--- config.mk ---
export PLATFORM = sky130hd
export DESIGN_NAME = mscb_mode_setting_config_bank
export DESIGN_NICKNAME = d
export VERILOG_FILES = /design/src/include/mscb_pkg.sv /design/src/logic/mscb_mode_select.sv /design/src/logic/mscb_mode_setting_config_bank.sv
export SDC_FILE = /design/constraint.sdc
export NUM_CORES = 1
export LEC_CHECK = 0
export BUFFER_PORTS_ARGS = -buffer_cell sky130_fd_sc_hd__buf_2
export CORE_MARGIN = 1
export CORE_UTILIZATION = 50
export CTS_CLUSTER_DIAMETER = 50
export CTS_CLUSTER_SIZE = 12
export DETAILED_ROUTE_END_ITERATION = 10
export PLACE_DENSITY_LB_ADDON = 0.2
export REMOVE_ABC_BUFFERS = 1
export SETUP_SLACK_MARGIN = 0.2
export SLEW_MARGIN = 10
export SYNTH_ARGS = -nofsm -noshare
export SYNTH_HDL_FRONTEND = slang
export SYNTH_HIERARCHICAL = 1
export SYNTH_SLANG_ARGS = --single-unit
--- constraint.sdc ---
create_clock -name mclk -period 2.3 [get_ports mclk]
set_input_delay 0.345 -clock mclk [delete_from_list [all_inputs] [get_ports mclk]]
set_output_delay 0.345 -clock mclk [all_outputs]
set_load 0.05 [all_outputs]
--- src/include/mscb_pkg.sv ---
// Package: register map, field layout, reset values and code tables of the mode config bank
package mscb_pkg;

	// ------------------------------------------------------------
	// Register map
	// ------------------------------------------------------------
	localparam logic [7:0] MSCB_ADDR_M1_ENABLE = 8'h28;
	localparam logic [7:0] MSCB_ADDR_M1_WDOG = 8'h29;
	localparam logic [7:0] MSCB_ADDR_M2_SHIP = 8'h2a;

	// ------------------------------------------------------------
	// Reset values
	// ------------------------------------------------------------
	localparam logic [7:0] MSCB_RST_M1_ENABLE = 8'h4f;
	localparam logic [7:0] MSCB_RST_M1_WDOG = 8'h0c;
	localparam logic [7:0] MSCB_RST_M2_SHIP = 8'h1c;

	// ------------------------------------------------------------
	// Code tables
	// ------------------------------------------------------------
	localparam logic [3:0] MSCB_AON_CODE_MAX = 4'h8;
	localparam logic [4:0] MSCB_SYSLIN_CODE_MAX = 5'h18;
	localparam logic [5:0] MSCB_CORE_CODE_MAX = 6'h28;
	localparam logic [5:0] MSCB_CORE_CODE_FIXED = 6'h3f;
	localparam logic [1:0] MSCB_WDOG_OFF = 2'h0;
	localparam logic [1:0] MSCB_WDOG_16S = 2'h1;
	localparam logic [1:0] MSCB_WDOG_32S = 2'h2;
	localparam logic [1:0] MSCB_WDOG_64S = 2'h3;
	// Mode codes as seen on {b, a}
	localparam logic [1:0] MSCB_MODE_ONE = 2'h1;
	localparam logic [1:0] MSCB_MODE_TWO = 2'h2;

	// ------------------------------------------------------------
	// Field layouts
	// ------------------------------------------------------------
	typedef struct packed {
		logic [3:0] aon_voltage_code_m1;
		logic core_buck_enable_m1;
		logic system_buck_enable_m1;
		logic aon_regulator_enable_m1;
		logic system_linear_enable_m1;
	} mscb_m1_enable_t;

	typedef struct packed {
		logic [1:0] watchdog_timeout_sel_m1;
		logic system_linear_offset_m1;
		logic [4:0] system_linear_code_m1;
	} mscb_m1_wdog_t;

	typedef struct packed {
		logic ship_mode_m2;
		logic mode_source_pin_select_m2;
		logic [5:0] core_buck_code_m2;
	} mscb_m2_ship_t;

	// Settings handed to the analog side while a mode setting is active
	typedef struct packed {
		logic core_buck_en;
		logic system_buck_en;
		logic aon_en;
		logic system_linear_en;
		logic [3:0] aon_code;
		logic system_linear_offset;
		logic [4:0] system_linear_code;
		logic [5:0] core_buck_code;
		logic [1:0] watchdog_sel;
		logic ship_mode;
	} mscb_drive_t;

endpackage : mscb_pkg

--- src/logic/mscb_mode_select.sv ---
// Mode source select: pins or register bits, registered
module mscb_mode_select
	import mscb_pkg::*;
(
	// Clock and control
	input wire logic mclk,
	input wire logic srst,
	input wire logic clk_en,
	// Source choice
	input wire logic pin_select,
	// Mode inputs
	input wire logic mode_select_pin_a,
	input wire logic mode_select_pin_b,
	input wire logic mode_register_bit_a,
	input wire logic mode_register_bit_b,
	// Resulting mode
	output logic [1:0] mode_q
);

	logic [1:0] mode_d;

	always_comb begin
		if (pin_select) begin
			mode_d = {mode_select_pin_b, mode_select_pin_a};
		end else begin
			mode_d = {mode_register_bit_b, mode_register_bit_a};
		end
	end

	always_ff @(posedge mclk) begin
		if (srst) begin
			mode_q <= 2'h0;
		end else if (clk_en) begin
			mode_q <= mode_d;
		end
	end

endmodule : mscb_mode_select

--- src/logic/mscb_mode_setting_config_bank.sv ---
// Mode setting configuration bank: three host registers and the active-mode drive outputs
//
// Behaviour
// Always-on regulator code, bits 7:4, reset 0100
// Core buck enable mode 1, reset one
// System buck enable mode 1, reset one
// Always-on regulator enable mode 1, reset one
// System linear enable mode 1, reset one
// Watchdog timeout select mode 1, reset 00
// System linear 1.2 V offset, reset zero
// System linear code bits 4:0, reset 01100
// Ship mode request in mode 2
// Mode source: register bits or pins
// Core buck code mode 2, reset 011100
// Core buck code saturates; 111111 fixed
// All three registers read back written
// Settings drive outputs only when active
module mscb_mode_setting_config_bank
	import mscb_pkg::*;
(
	// Clock, reset, enable
	input wire logic mclk,
	input wire logic srst,
	input wire logic clk_en,
	// Register port from the serial engine
	input wire logic reg_wr,
	input wire logic reg_rd,
	input wire logic [7:0] reg_addr,
	input wire logic [7:0] reg_wdata,
	output logic [7:0] reg_rdata_q,
	output logic reg_hit_q,
	// Mode select inputs
	input wire logic mode_select_pin_a,
	input wire logic mode_select_pin_b,
	input wire logic mode_register_bit_a,
	input wire logic mode_register_bit_b,
	// Active mode and drive to the regulators
	output logic [1:0] active_mode_q,
	output mscb_drive_t m1_drive_q,
	output logic m1_drive_valid_q,
	output mscb_drive_t m2_drive_q,
	output logic m2_drive_valid_q
);

	// ------------------------------------------------------------
	// Code saturation
	// ------------------------------------------------------------
	function automatic logic [3:0] sat_aon(input logic [3:0] c);
		sat_aon = (c > MSCB_AON_CODE_MAX) ? MSCB_AON_CODE_MAX : c;
	endfunction : sat_aon

	function automatic logic [4:0] sat_syslin(input logic [4:0] c);
		sat_syslin = (c > MSCB_SYSLIN_CODE_MAX) ? MSCB_SYSLIN_CODE_MAX : c;
	endfunction : sat_syslin

	// Fixed high code passes through untouched, codes above the top step clamp to it
	function automatic logic [5:0] sat_core(input logic [5:0] c);
		if (c == MSCB_CORE_CODE_FIXED) begin
			sat_core = c;
		end else if (c > MSCB_CORE_CODE_MAX) begin
			sat_core = MSCB_CORE_CODE_MAX;
		end else begin
			sat_core = c;
		end
	endfunction : sat_core

	// Address decode shared by the hit flag and any later users
	function automatic logic is_mapped(input logic [7:0] a);
		is_mapped = (a == MSCB_ADDR_M1_ENABLE) || (a == MSCB_ADDR_M1_WDOG)
			|| (a == MSCB_ADDR_M2_SHIP);
	endfunction : is_mapped

	function automatic logic mode_is(input logic [1:0] m, input logic [1:0] code);
		mode_is = (m == code);
	endfunction : mode_is

	// ------------------------------------------------------------
	// Storage
	// ------------------------------------------------------------
	mscb_m1_enable_t m1_enable_q;
	mscb_m1_wdog_t m1_wdog_q;
	mscb_m2_ship_t m2_ship_q;
	logic [1:0] mode_q;

	// ------------------------------------------------------------
	// Access decode
	// ------------------------------------------------------------
	// Strobes count only on an enabled edge, so a frozen clock drops them
	logic wr_take;
	logic rd_take;
	logic wr_m1_enable;
	logic wr_m1_wdog;
	logic wr_m2_ship;

	assign wr_take = clk_en && reg_wr;
	assign rd_take = clk_en && reg_rd;
	assign wr_m1_enable = wr_take && (reg_addr == MSCB_ADDR_M1_ENABLE);
	assign wr_m1_wdog = wr_take && (reg_addr == MSCB_ADDR_M1_WDOG);
	assign wr_m2_ship = wr_take && (reg_addr == MSCB_ADDR_M2_SHIP);

	always_ff @(posedge mclk) begin
		if (srst) begin
			m1_enable_q <= MSCB_RST_M1_ENABLE;
		end else if (wr_m1_enable) begin
			m1_enable_q <= reg_wdata;
		end
	end

	always_ff @(posedge mclk) begin
		if (srst) begin
			m1_wdog_q <= MSCB_RST_M1_WDOG;
		end else if (wr_m1_wdog) begin
			m1_wdog_q <= reg_wdata;
		end
	end

	always_ff @(posedge mclk) begin
		if (srst) begin
			m2_ship_q <= MSCB_RST_M2_SHIP;
		end else if (wr_m2_ship) begin
			m2_ship_q <= reg_wdata;
		end
	end

	// ------------------------------------------------------------
	// Read path
	// ------------------------------------------------------------
	// Unmapped addresses read zero and drop hit so the engine can NACK
	always_ff @(posedge mclk) begin
		if (srst) begin
			reg_hit_q <= 1'b0;
		end else if (clk_en) begin
			reg_hit_q <= (reg_rd || reg_wr) && is_mapped(reg_addr);
		end
	end

	// Data holds between reads so a slow engine can fetch it late
	always_ff @(posedge mclk) begin
		if (srst) begin
			reg_rdata_q <= 8'h00;
		end else if (rd_take) begin
			unique case (reg_addr)
				MSCB_ADDR_M1_ENABLE: reg_rdata_q <= m1_enable_q;
				MSCB_ADDR_M1_WDOG: reg_rdata_q <= m1_wdog_q;
				MSCB_ADDR_M2_SHIP: reg_rdata_q <= m2_ship_q;
				default: reg_rdata_q <= 8'h00;
			endcase
		end
	end

	// ------------------------------------------------------------
	// Mode source
	// ------------------------------------------------------------
	mscb_mode_select u_mode_select (
		.mclk(mclk),
		.srst(srst),
		.clk_en(clk_en),
		.pin_select(m2_ship_q.mode_source_pin_select_m2),
		.mode_select_pin_a(mode_select_pin_a),
		.mode_select_pin_b(mode_select_pin_b),
		.mode_register_bit_a(mode_register_bit_a),
		.mode_register_bit_b(mode_register_bit_b),
		.mode_q(mode_q)
	);

	// ------------------------------------------------------------
	// Drive outputs
	// ------------------------------------------------------------
	// Only this bank's fields are known; others stay zero in the drive words
	mscb_drive_t m1_d;
	mscb_drive_t m2_d;

	always_comb begin
		m1_d = '0;
		m2_d = '0;
		if (mode_is(mode_q, MSCB_MODE_ONE)) begin
			m1_d.core_buck_en = m1_enable_q.core_buck_enable_m1;
			m1_d.system_buck_en = m1_enable_q.system_buck_enable_m1;
			m1_d.aon_en = m1_enable_q.aon_regulator_enable_m1;
			m1_d.system_linear_en = m1_enable_q.system_linear_enable_m1;
			m1_d.aon_code = sat_aon(m1_enable_q.aon_voltage_code_m1);
			m1_d.watchdog_sel = m1_wdog_q.watchdog_timeout_sel_m1;
			m1_d.system_linear_offset = m1_wdog_q.system_linear_offset_m1;
			m1_d.system_linear_code = sat_syslin(m1_wdog_q.system_linear_code_m1);
		end
		if (mode_is(mode_q, MSCB_MODE_TWO)) begin
			m2_d.ship_mode = m2_ship_q.ship_mode_m2;
			m2_d.core_buck_code = sat_core(m2_ship_q.core_buck_code_m2);
		end
	end

	always_ff @(posedge mclk) begin
		if (srst) begin
			m1_drive_q <= '0;
		end else if (clk_en) begin
			m1_drive_q <= m1_d;
		end
	end

	always_ff @(posedge mclk) begin
		if (srst) begin
			m2_drive_q <= '0;
		end else if (clk_en) begin
			m2_drive_q <= m2_d;
		end
	end

	// Valid flags follow the same edge as the drive words they qualify
	always_ff @(posedge mclk) begin
		if (srst) begin
			m1_drive_valid_q <= 1'b0;
			m2_drive_valid_q <= 1'b0;
		end else if (clk_en) begin
			m1_drive_valid_q <= mode_is(mode_q, MSCB_MODE_ONE);
			m2_drive_valid_q <= mode_is(mode_q, MSCB_MODE_TWO);
		end
	end

	// Reported mode lines up with the valid flags
	always_ff @(posedge mclk) begin
		if (srst) begin
			active_mode_q <= 2'h0;
		end else if (clk_en) begin
			active_mode_q <= mode_q;
		end
	end

endmodule : mscb_mode_setting_config_bank
==> results.py <==
metrics = {
    "clock_network": {
        "cts_made_buffers": 9,
        "root_buffer": "clkbuf_8",
        "htreeDepth": 3,
        "cts_resized": 0,
        "clockBufferDepth": 2,
        "cts_tree": "built",
        "clock_sinks": 62,
        "path_clk_slew_ns": 0.07,
        "post_cts_buffers": 0,
        "insertion_delay_ns": 0.33,
        "hold_buffers": 0,
    },
    "die": {
        "die_area_mm2": 0.00599,
        "core_mm2": 0.00551,
        "fp.dieW_um": 77.4,
        "rows": 27,
        "start_util_pct": 51.6,
        "num_io_pins": 84,
        "die_h_um": 77.4,
    },
    "sta": {
        "finalCritPeriodShare_pct": 61.9,
        "setup_violations": 0,
        "finalHoldViolCount": 0,
        "skew_ns": 0.00774,
        "period_needed_ns": 1.42,
        "tightest_slew_ns": 0.669,
        "maxSlewHeadroom_pct": 55.4,
        "final.setup.tns_ns": 0,
        "rsz0062_at_grt": "no",
        "slew_viol_final": 0,
        "fmaxAchievable_mhz": 703,
    },
    "critical_path": {
        "reg2reg_from": "u_mode_select/mode_q[0]",
        "crit_arrival_ns": 1.68,
        "crit_type": "input port to flop",
        "worst_r2r_path_depth": 3,
        "path_cells": "buf_2, and4b_1, and4_1, mux2i_1",
        "crit_path_end_kind": "flop",
        "cp_max_fo": 14,
        "r2r-end": "m1_drive_q[11]",
        "ff2ff_setup_slack_ns": 0.91,
        "critPathMaxStageDelay_ns": 0.48,
        "required_ns": 2.56,
        "slowest_stage": "and4_1",
        "worst_setup_path_start_kind": "input port",
    },
    "logic_synthesis": {
        "ys.flop_type": "dfxtp_1",
        "syn_area_mm2": 0.00284,
        "ys_seq_area_share_pct": 43.7,
        "netlist_instances": 315,
        "syn_area_per_cell_um2": 9.02,
        "synth_edf_count": 0,
        "synthDistinctLibCells": 39,
        "synth_warnings": 6,
        "async_reset_ff_share_pct": 0,
        "ys_seq_elements": 62,
    },
    "pwr": {
        "total_power_mw": 2.12,
        "power_leakage_nw": 1.40,
        "ir_drop_mv": 0.367,
        "cellPowerDensity_mw_per_mm2": 658,
    },
    "global_routing": {
        "grt_max_degree": 53,
        "grt_pass1_wl_um": 10400,
        "antenna_found_initial": 0,
        "grt-ovfl-total": 0,
        "grt_usage_pct": 22.7,
        "grt_pass1_vias": 2102,
    },
    "cells_and_area": {
        "nets": 393,
        "diodes": 0,
        "area_growth_pct": 13.5,
        "area.sequential_mm2": 0.00124,
        "multi_input_area_mm2": 0.00139,
        "drive_above_1_share_pct": 23.7,
        "n_fill_cell": 515,
    },
    "hold_path": {
        "hold_path_startpoint": "reg_wdata[1]",
        "hold_path.class": "input port to flop",
        "holdPathStages": 3,
        "worstHoldEndpoint": "m1_enable_q[1]",
    },
    "drt": {
        "dr_total_vias": 2432,
        "vias_per_cell": 5.48,
        "wl_per_cell_um": 14.9,
        "drtIter0Drc": 199,
        "first_pass_iters": 4,
        "drt-total-wl_um": 6610,
        "drtAntennaViolNets": 0,
        "drc": 0,
    },
    "place": {
        "routabilityCongestion": 0.819,
        "place_hpwl_um": 4430,
        "portBuffers": 60,
    },
    "flow_run": {
        "cap_violations": 0,
    },
    "status": {
        "status": "finished clean",
    },
}
[cell usage after synthesis (2+ instances only)]
master	number	area, µm²
a22oi_1	3	22.5
inv_1	2	7.51
buf_4	23	173
nand3_1	2	10.0
nor2b_1	2	12.5
nor2_1	28	105
and3_1	2	12.5
a41oi_1	8	70.1
nand2_1	50	188
o211ai_1	4	30.0
buf_6	2	22.5
dfxtp_1	62	1240
a221oi_1	8	70.1
clkinv_1	2	7.51
a32oi_1	3	26.3
a21oi_1	19	95.1
mux2i_1	27	270
and4_1	4	35.0
a21boi_0	8	60.1
nor3_1	8	40.0
nand4_1	3	18.8
and3b_1	2	17.5
a211oi_1	2	15.0
buf_2	6	30.0
clkbuf_1	14	52.6
mux2_2	8	90.1
[worst max-delay path by stage]
stage                        end  slack (ns)   startpoint  cells past startpoint
global route        m1_wdog_q[0]        0.79       clk_en                      4
global placement    m1_wdog_q[5]        0.63       clk_en                      4
floorplan           m1_wdog_q[0]        0.69  reg_addr[4]                      3
detailed placement  m1_wdog_q[1]        0.56       clk_en                      4
CTS                 m1_wdog_q[4]        0.90       clk_en                      4
finish              m1_wdog_q[4]        0.88       clk_en                      4
[critical path: cells and delay by family]
kind | cells | cell delay [ns]
muxes | 1 | 0.23
buffers and inverters | 1 | 0.24
and+or+nand+nor | 2 | 0.85
[placed cells by master (no fill, tap or decap), drive strengths merged, types with 2 or more instances in the layout]
master	n
a211oi	2
a21boi	8
a21oi	19
a221oi	8
a22oi	3
a32oi	3
a41oi	8
and3	2
and3b	2
and4	4
buf	66
clkbuf	13
clkinv	4
conb	23
dfxtp	62
inv	2
mux2	8
mux2i	27
nand2	50
nand3	3
nand4	3
nor2	28
nor2b	2
nor3	8
o211ai	4
[metal layers]
metal,share of wire (%),track usage (%)
met2,45,34.7
met4,0.88,6.79
met3,6.1,6.00
met1,48,31.2
met5,0,0
[where the power goes]
group	switching, mW	leakage (nW)	internal [mW]
sequential	0.00789	0.501	1.09
combinational	0.208	0.821	0.0555
clock	0.382	0.0773	0.383
total	0.597	1.40	1.52
[layout make-up]
type                            count  share of cell area [%]
Clock buffer                       13                    4.30
Clock inverter                      2                   0.310
Inverter                            4                   0.465
Multi-Input combinational cell    225                    43.0
Sequential cell                    62                    38.5
Tap cell                           72                    2.79
Timing Repair Buffer               66                    10.7
[state kept, by name, summed over array words and instances (netlist names)]
name                  flops
m1_drive_q               16
m1_wdog_q                 8
reg_rdata_q               8
m2_ship_q                 8
m2_drive_q                7
m2_drive_valid_q          1
active_mode_q             2
u_mode_select/mode_q      2
m1_drive_valid_q          1
reg_hit_q                 1
m1_enable_q               8
[metrics by stage]
stage          setup slack (ns)  std cells  cell area [µm²]  utilization [%]  hold WS [ns]
2_1_floorplan             0.686        291             2640                -         0.414
3_3_place_gp              0.629        429             3080             55.9         0.450
3_5_place_dp              0.556        429             3080             55.9         0.453
4_1_cts                   0.895        444             3230             58.6         0.280
5_1_grt                   0.791        444             3230             58.6         0.284
6_report                  0.877        444             3230             58.6         0.290
[kinds of logic after synthesis]
family                 share of synthesized area, %
flip-flops                                     43.7
AO/OA/AOI/OAI                                  15.2
multiplexers                                   12.7
buffers and inverters                          10.5
other                                         0.132
AND/OR/NAND/NOR                                17.8
No activity file was read; power rests on OpenSTA's default activity.
